File: src/core/rms_pkg.sv
// Purpose: constants shared by the radio mode select block
// Assumes: 5-bit register addresses, 8-bit register data
// Notes: register reset values are not documented; zero chosen
package rms_pkg;
  localparam logic [4:0] RMS_ADDR_BANK_SEL = 5'h00;
  localparam logic [4:0] RMS_ADDR_SRC_SEL = 5'h02;
  localparam logic [4:0] RMS_ADDR_BANK1 = 5'h06;
  localparam logic [4:0] RMS_ADDR_BANK2 = 5'h09;
  localparam int RMS_BANK_SEL_BIT = 0;
  localparam int RMS_SRC_SEL_BIT = 3;
  localparam int RMS_STATE_HI = 7;
  localparam int RMS_STATE_LO = 6;
  localparam logic [7:0] RMS_REG_RESET = 8'h00;
  localparam int RMS_ADDR_W = 5;
  localparam int RMS_DATA_W = 8;
  localparam int RMS_NREG = 4;
  localparam logic [1:0] RMS_ST_SLEEP = 2'h0;
  localparam logic [1:0] RMS_ST_STANDBY = 2'h1;
  localparam logic [1:0] RMS_ST_RX = 2'h2;
  localparam logic [1:0] RMS_ST_TX = 2'h3;
  localparam logic [4:0] RMS_FRAME_BITS = 5'h10;
  localparam logic [4:0] RMS_RW_BIT = 5'h00;
  localparam logic [4:0] RMS_ADDR_LAST_BIT = 5'h05;
  localparam logic [4:0] RMS_CMD_LAST_BIT = 5'h07;
  typedef enum logic [2:0] {
    RMS_SER_CMD = 3'b001,
    RMS_SER_DATA = 3'b010,
    RMS_SER_DONE = 3'b100
  } rms_ser_st_t;
endpackage

File: src/core/rms_sync.sv
// Purpose: two-flop synchroniser for asynchronous pin inputs
// Assumes: single clock domain i_clk
// Notes: first flop read only by the second
`timescale 1ns/1ps
`default_nettype none
module rms_sync #(
  parameter int W = 1
) (
  // clock and control
  input wire logic i_clk,
  input wire logic i_sys_rst,
  input wire logic i_ce,
  // data
  input wire logic [W-1:0] i_async,
  output logic [W-1:0] o_sync
);
  logic [W-1:0] meta;
  always_ff @(posedge i_clk) begin
    if (i_sys_rst) begin
      meta <= '0;
      o_sync <= '0;
    end else if (i_ce) begin
      meta <= i_async;
      o_sync <= meta;
    end
  end
endmodule
`default_nettype wire

File: src/core/rms_top.sv
// Purpose: radio operating-state selection with 3-wire register port
// Assumes: serial clock sampled, much slower than i_clk
// Notes: frame = R/W bit, 5 address bits (A4 first), 2 pad bits, 8 data
//
// Functional notes
// - source bit picks register or pin bank
// - register bit 0 picks bank when source 0
// - pin drives high in transmit when source 0
// - source 1: pin input picks bank
// - bank one state from address 06
// - bank two state from address 09
// - 00 sleep 01 standby 10 rx 11 tx
// - registers reached over 3-wire serial bus
`timescale 1ns/1ps
`default_nettype none
module rms_top
  import rms_pkg::*;
(
  // clock, reset, enable
  input wire logic i_clk,
  input wire logic i_sys_rst,
  input wire logic i_ce,
  // 3-wire serial register bus
  input wire logic i_serial_clock,
  input wire logic i_serial_en,
  input wire logic i_serial_in,
  output logic o_serial_out,
  // bank switch pin
  input wire logic i_bank_switch,
  output logic o_bank_switch,
  output logic o_bank_switch_oe,
  // antenna switch lines from the controller
  input wire logic i_antenna_rx_ctl,
  input wire logic i_antenna_tx_ctl,
  output logic o_antenna_rx,
  output logic o_antenna_tx,
  // operating state
  output logic [1:0] o_op_state,
  output logic o_sleep,
  output logic o_standby,
  output logic o_receive,
  output logic o_transmit,
  output logic o_bank_two
);
  // ----------------------------------------
  // pin synchronisers
  // ----------------------------------------
  logic [5:0] pins_s;
  rms_sync #(.W(6)) u_sync (
    .i_clk(i_clk),
    .i_sys_rst(i_sys_rst),
    .i_ce(i_ce),
    .i_async({i_serial_clock, i_serial_en, i_serial_in, i_bank_switch,
              i_antenna_rx_ctl, i_antenna_tx_ctl}),
    .o_sync(pins_s)
  );
  wire sck_s = pins_s[5];
  wire sen_s = pins_s[4];
  wire sdi_s = pins_s[3];
  wire sw_s = pins_s[2];
  wire arx_s = pins_s[1];
  wire atx_s = pins_s[0];

  // ----------------------------------------
  // serial register port
  // ----------------------------------------
  logic sck_d;
  wire sck_rise = sck_s & ~sck_d;
  wire sck_fall = ~sck_s & sck_d;
  rms_ser_st_t ser_st;
  logic [4:0] bit_cnt;
  logic [7:0] shift_in;
  logic [7:0] shift_out;
  logic rd_flag;
  logic [4:0] addr;
  logic [7:0] regs [RMS_NREG];
  // map address to storage index; unmapped writes dropped, reads zero
  wire hit_bank = (addr == RMS_ADDR_BANK_SEL);
  wire hit_src = (addr == RMS_ADDR_SRC_SEL);
  wire hit_b1 = (addr == RMS_ADDR_BANK1);
  wire hit_b2 = (addr == RMS_ADDR_BANK2);
  wire hit_any = hit_bank | hit_src | hit_b1 | hit_b2;
  wire [1:0] idx = hit_src ? 2'h1 : hit_b1 ? 2'h2 : hit_b2 ? 2'h3 : 2'h0;
  wire [7:0] rd_data = hit_any ? regs[idx] : 8'h00;
  wire bit_take = sen_s && sck_rise;
  wire in_cmd = (ser_st == RMS_SER_CMD);
  wire in_data = (ser_st == RMS_SER_DATA);
  wire in_done = (ser_st == RMS_SER_DONE);
  wire rw_take = in_cmd && bit_take && (bit_cnt == RMS_RW_BIT);
  wire addr_done = in_cmd && bit_take && (bit_cnt == RMS_ADDR_LAST_BIT);
  wire cmd_done = in_cmd && bit_take && (bit_cnt == RMS_CMD_LAST_BIT);
  wire data_done = in_data && bit_take && (bit_cnt == RMS_FRAME_BITS - 5'h01);
  wire out_step = sen_s && in_data && sck_fall;
  // a dropped enable clears the data line too, so a cut frame leaves it low
  wire out_clear = !sen_s || in_done;
  wire [4:0] next_bit_cnt = !sen_s ? 5'h00 : (bit_take ? bit_cnt + 5'h01 : bit_cnt);
  wire [7:0] next_shift_in = {shift_in[6:0], sdi_s};
  rms_ser_st_t next_ser_st;

  always_comb begin
    next_ser_st = ser_st;
    unique case (ser_st)
      RMS_SER_CMD: begin
        if (cmd_done) begin
          next_ser_st = RMS_SER_DATA;
        end
      end
      RMS_SER_DATA: begin
        if (data_done) begin
          next_ser_st = RMS_SER_DONE;
        end
      end
      RMS_SER_DONE: begin
        next_ser_st = RMS_SER_DONE;
      end
    endcase
    // enable low aborts any frame in flight
    if (!sen_s) begin
      next_ser_st = RMS_SER_CMD;
    end
  end

  always_ff @(posedge i_clk) begin
    if (i_sys_rst) begin
      sck_d <= 1'b0;
      ser_st <= RMS_SER_CMD;
      bit_cnt <= 5'h00;
    end else if (i_ce) begin
      sck_d <= sck_s;
      ser_st <= next_ser_st;
      bit_cnt <= next_bit_cnt;
    end
  end

  always_ff @(posedge i_clk) begin
    if (i_sys_rst) begin
      shift_in <= 8'h00;
      rd_flag <= 1'b0;
      addr <= 5'h00;
    end else if (i_ce) begin
      if (bit_take) begin
        shift_in <= next_shift_in;
      end
      if (rw_take) begin
        rd_flag <= sdi_s;
      end
      if (addr_done) begin
        addr <= next_shift_in[4:0];
      end
    end
  end

  always_ff @(posedge i_clk) begin
    if (i_sys_rst) begin
      shift_out <= 8'h00;
      o_serial_out <= 1'b0;
    end else if (i_ce) begin
      if (cmd_done) begin
        shift_out <= rd_data;
      end else if (out_step) begin
        shift_out <= {shift_out[6:0], 1'b0};
      end
      if (out_clear) begin
        o_serial_out <= 1'b0;
      end else if (out_step) begin
        o_serial_out <= shift_out[7];
      end
    end
  end

  // register write at the last data bit
  wire wr_en = data_done && !rd_flag && hit_any;
  genvar g;
  generate
    for (g = 0; g < RMS_NREG; g++) begin : g_reg
      always_ff @(posedge i_clk) begin
        if (i_sys_rst) begin
          regs[g] <= RMS_REG_RESET;
        end else if (i_ce && wr_en && idx == g) begin
          regs[g] <= {shift_in[6:0], sdi_s};
        end
      end
    end
  endgenerate

  // ----------------------------------------
  // bank and state selection
  // ----------------------------------------
  wire src_pin = regs[1][RMS_SRC_SEL_BIT];
  wire bank_reg = regs[0][RMS_BANK_SEL_BIT];
  // pin read only while we do not drive it
  wire bank_sel = src_pin ? sw_s : bank_reg;
  wire [1:0] st_b1 = regs[2][RMS_STATE_HI:RMS_STATE_LO];
  wire [1:0] st_b2 = regs[3][RMS_STATE_HI:RMS_STATE_LO];
  wire [1:0] next_state = bank_sel ? st_b2 : st_b1;

  always_ff @(posedge i_clk) begin
    if (i_sys_rst) begin
      o_op_state <= RMS_ST_SLEEP;
      o_sleep <= 1'b1;
      o_standby <= 1'b0;
      o_receive <= 1'b0;
      o_transmit <= 1'b0;
      o_bank_two <= 1'b0;
      o_bank_switch <= 1'b0;
      o_bank_switch_oe <= 1'b0;
      o_antenna_rx <= 1'b0;
      o_antenna_tx <= 1'b0;
    end else if (i_ce) begin
      o_op_state <= next_state;
      o_sleep <= (next_state == RMS_ST_SLEEP);
      o_standby <= (next_state == RMS_ST_STANDBY);
      o_receive <= (next_state == RMS_ST_RX);
      o_transmit <= (next_state == RMS_ST_TX);
      o_bank_two <= bank_sel;
      o_bank_switch_oe <= ~src_pin;
      o_bank_switch <= ~src_pin && (next_state == RMS_ST_TX);
      // antenna follows controller lines; both high is refused
      o_antenna_rx <= arx_s & ~atx_s;
      o_antenna_tx <= atx_s & ~arx_s;
    end
  end
endmodule
`default_nettype wire

File: config.mk
export PLATFORM = sky130hd
export DESIGN_NAME = rms_top
export DESIGN_NICKNAME = d
export VERILOG_FILES = /design/src/core/rms_pkg.sv /design/src/core/rms_sync.sv /design/src/core/rms_top.sv
export SDC_FILE = /design/constraint.sdc
export NUM_CORES = 1
export LEC_CHECK = 0
export BUFFER_PORTS_ARGS = -buffer_cell sky130_fd_sc_hd__buf_2
export CAP_MARGIN = 30
export CORE_UTILIZATION = 45
export CTS_CLUSTER_DIAMETER = 60
export DETAILED_ROUTE_END_ITERATION = 16
export GPL_TIMING_DRIVEN = 1
export HOLD_SLACK_MARGIN = 0.1
export SKIP_LAST_GASP = 1
export SYNTH_ARGS = -nofsm -noshare
export SYNTH_HDL_FRONTEND = slang
export SYNTH_SLANG_ARGS = --single-unit
File: constraint.sdc
create_clock -name i_clk -period 2.8 [get_ports i_clk]
set_clock_uncertainty 0.1 [all_clocks]
set_input_delay 0.28 -clock i_clk [delete_from_list [all_inputs] [get_ports i_clk]]
set_output_delay 0.28 -clock i_clk [all_outputs]
set_load 0.03 [all_outputs]
==> implementation parameters <==
Parameter                              Value

Routing
  DRC violations left    0
  Drt wl/cell    roughly 16 um
  Via total after detailed routing    2,907
  Final routed wirelength across all metal layers    between 8000 and 9000 um
  Pre-antenna DRT Iters    4
  Vias per std cell    5.51
  Detailed Route Iter0 Violations    around 160
  Count of nets left with antenna violations after detail routing    0

STA
  Count of endpoints failing setup in the final report    0
  Setup tns final    0 ns
  Final cycle utilization of the critical path    0.933
  Worst Max-Slew Pin Slew    0.789 ns
  Final-report max-slew violation count    0
  Unrepaired setup endpoints after global routing    true
  Relative slew slack    0.474
  Final Hold Slack    between 0.15 and 0.2 ns
  Final critical path time including I/O delays and setup    approximately 2.6 ns
  Final Hold Viols    0
  Highest clock frequency the design can meet    about 380 MHz

Worst setup path
  Critical Path RT    2.92 ns
  Reg-to-reg endpoint    regs[1][7]$_SDFFCE_PN0P_
  Launching point of the worst reg2reg path    bit_cnt[0]$_SDFFE_PP0P_
  Worst Reg-to-Reg Cells    8
  Kind of end point of the critical path    flop
  Register-to-register path setup slack    approximately 0.19 ns
  Startpoint Class    flop
  Arrival time at the worst endpoint    ~2.7 ns
  Type of the setup path with the least slack    reg -> reg
  Max Fanout on Critical Path    8

Power
  Largest vdd supply drop    0.250 mV
  LEAKAGE    about 1.6 nW
  Comb power frac    0.059
  Total power    ~2.3 mW
  Switching power share of the total    0.251
  Part of the power in the clock network    0.357
  Proportion of power drawn by flip-flops and latches    0.584
  Sw power    ~0.58 mW
  Internal Pwr Total    ~1.7 mW
  Power density relative to cell area    between 500 and 600 nW/um2

Cells and area
  Antenna fix cells    0
  Area growth, synth to finish    11.4%
  Final-stage net count    around 430
  Utilization after layout    0.526
  Share of post-route cells with drive strength above 1    0.130

Floorplanning
  CORE AREA    approximately 8400 um2
  Number of top-level pins    21
  Vertical die dimension    95.8 um
  Die area    just over 9000 um2
  Effective utilization at floorplan    0.472
  Cell Rows    33
  Horiz. Die Dim    ~96 um

GRT
  Pin count of the biggest net entering global routing    between 40 and 50
  Wire length of the first global-routing pass    13,900 um
  Via count of the first global-routing pass    approximately 2,600
  Total global routing overflow    0
  Total routing resource utilization after global routing    0.207
  Number of antenna violations at the first check in global routing    0

Synth
  Synth unique cells    between 50 and 60
  Yosys reg bits    86
  Most instantiated cells after synthesis    54 x dfxtp_1, 46 x nor2_1, 32 x and2_1, 32 x edfxtp_1, 30 x a21oi_1
  Syn nets    around 410
  Number of enable-type register cells in the synthesized netlist    32
  Share of the synthesized area in the top cell type    0.273
  Dominant cell type by area after synthesis    dfxtp_1
  Netlist area before placement    ~4000 um2
  Number of warning messages in the yosys log    0
  Most instantiated library cell after synthesis    dfxtp_1
  Part of the Yosys area used for sequential elements    0.516
  Dominant register cell in the synthesized netlist    dfxtp_1
  Synthesized area divided by synthesized cell count    around 10 um2
  Post-synth ARST share    0
  Leading cell types by total area after synthesis    dfxtp_1 27%, edfxtp_1 24%, mux2i_1 5.6%
  Post-Synthesis Cells    ~400

Clock tree
  Worst-Skew Late Latency    0.36 ns
  Deepest level of the CTS H-tree    3
  Num CTS Buffers    9
  CTS tree    yes
  Max clock buf depth    2
  Clock transition at path regs    0.10 ns
  Setup Fix Bufs, Post-CTS    0
  CTS sink cnt    86
  CTS root buffer    clkbuf_8

Place
  Number of port buffers    20
  Routability congestion estimate    between 0.8 and 0.9
  Post-DP HPWL    slightly below 6000 um

Min path
  Worst Hold Launch    i_ce
  Path class of the lowest-slack min-delay path    in -> reg
  Worst Hold End    sck_d$_SDFFE_PP0P_
  Instance count along the most critical hold path    3

Run status
  Result of the run    finished clean

Flow run
  MaxCap Viol Count    0
[how the worst max path moves through the flow]
| stage | start | to | slack, ns |
|---|---|---|---|
| 3_5_place_dp | bit_cnt[0]$_SDFFE_PP0P_ | regs[1][6]$_SDFFCE_PN0P_ | 0.21 |
| 3_3_place_gp | bit_cnt[0]$_SDFFE_PP0P_ | regs[1][2]$_SDFFCE_PN0P_ | 0.30 |
| 2_1_floorplan | bit_cnt[0]$_SDFFE_PP0P_ | regs[1][0]$_SDFFCE_PN0P_ | 0.46 |
| 6_report | bit_cnt[0]$_SDFFE_PP0P_ | regs[1][7]$_SDFFCE_PN0P_ | 0.19 |
| 5_1_grt | bit_cnt[0]$_SDFFE_PP0P_ | regs[1][7]$_SDFFCE_PN0P_ | -0.01 |
| 4_1_cts | bit_cnt[0]$_SDFFE_PP0P_ | regs[1][6]$_SDFFCE_PN0P_ | 0.19 |
[cell type report]
type	count	area [um2]
clock buffers	10	138
clock inverters	6	50.0
fillers	784	3980
inverters	10	37.5
multi-input cells	276	1780
flip-flops and latches	86	2040
well taps	105	131
repair buffers	35	228
[per-layer routing]
layer / wire, um / part of all wire / vias up / global-route usage
met3: 349 / 0.041 / 9 / 0.0450
met1: 4390 / 0.51 / 1384 / 0.302
met5: 0 / 0 / - / 0
li1: - / - / 1463 / -
met2: 3770 / 0.44 / 51 / 0.306
met4: 103 / 0.012 / 0 / 0.0609
[flip-flops by register name (all words and copies together) (netlist names), 2 cells and up]
register / flops
o_op_state: 2
u_sync.o_sync: 6
addr: 5
shift_in: 7
u_sync.meta: 6
shift_out: 8
ser_st: 3
bit_cnt: 5
regs: 32
[stage by stage]
stage | instance area (um2) | setup slack, ns | instances
4_1_cts | 4400 | 0.187 | 528
2_1_floorplan | 3960 | 0.463 | 395
5_1_grt | 4410 | -0.0107 | 528
3_5_place_dp | 4160 | 0.212 | 506
3_3_place_gp | 4160 | 0.298 | 506
6_report | 4410 | 0.188 | 528
[cell families after synthesis]
logic type / after synthesis / share of synthesized area
AND/OR/NAND/NOR: 161 / 0.236
XOR/XNOR: 1 / 0.00221
buffers and inverters: 33 / 0.0345
AO/OA/AOI/OAI: 88 / 0.143
adder cells (fa/ha/maj): 4 / 0.0127
multiplexers: 22 / 0.0557
flip-flops: 86 / 0.516
[repair_timing]
| action | 4_1_cts | 5_1_grt |
|---|---|---|
| hold endpoints to repair | 6 | 0 |
| setup endpoints to repair | 0 | 8 |
| resized for setup | 0 | 1 |
| hold buffers | 6 | 0 |
[power by group through the flow]
stage / Sequential (mW) / Combinational [mW] / Clock (mW)
floorplan: 1.40 / 0.0790 / 0
global placement: 1.39 / 0.131 / 0
detailed placement: 1.39 / 0.132 / 0
CTS: 1.36 / 0.139 / 0.851
global route: 1.36 / 0.152 / 0.916
finish: 1.36 / 0.138 / 0.832
[placed cells by master (no fill, tap or decap), types with 3 or more instances in the layout]
cell,instances
dfxtp_1,54
dlygate4sd3_1,6
nand2_1,27
edfxtp_1,32
nor4b_2,3
buf_2,20
nand3b_1,8
o21ai_0,15
nor4_1,3
o21ai_1,6
a21o_1,3
buf_4,9
a311oi_1,4
mux2i_1,22
o21bai_1,3
nand2b_1,9
nor2_1,46
nand3_1,5
clkbuf_8,10
inv_6,3
ha_1,4
a22o_1,6
inv_1,10
a211oi_1,5
a21oi_1,30
or3b_1,3
and2_1,32
[critical path, stage by stage (launching register included)]
cell	delay [ns]
dfxtp_1	0.43
ha_1	0.24
and3_1	0.17
ha_1	0.16
and4b_1	0.23
nand3_1	0.22
or3b_1	0.47
nor2_1	0.28
and2_1	0.18
(Power assumes the default switching activity.)
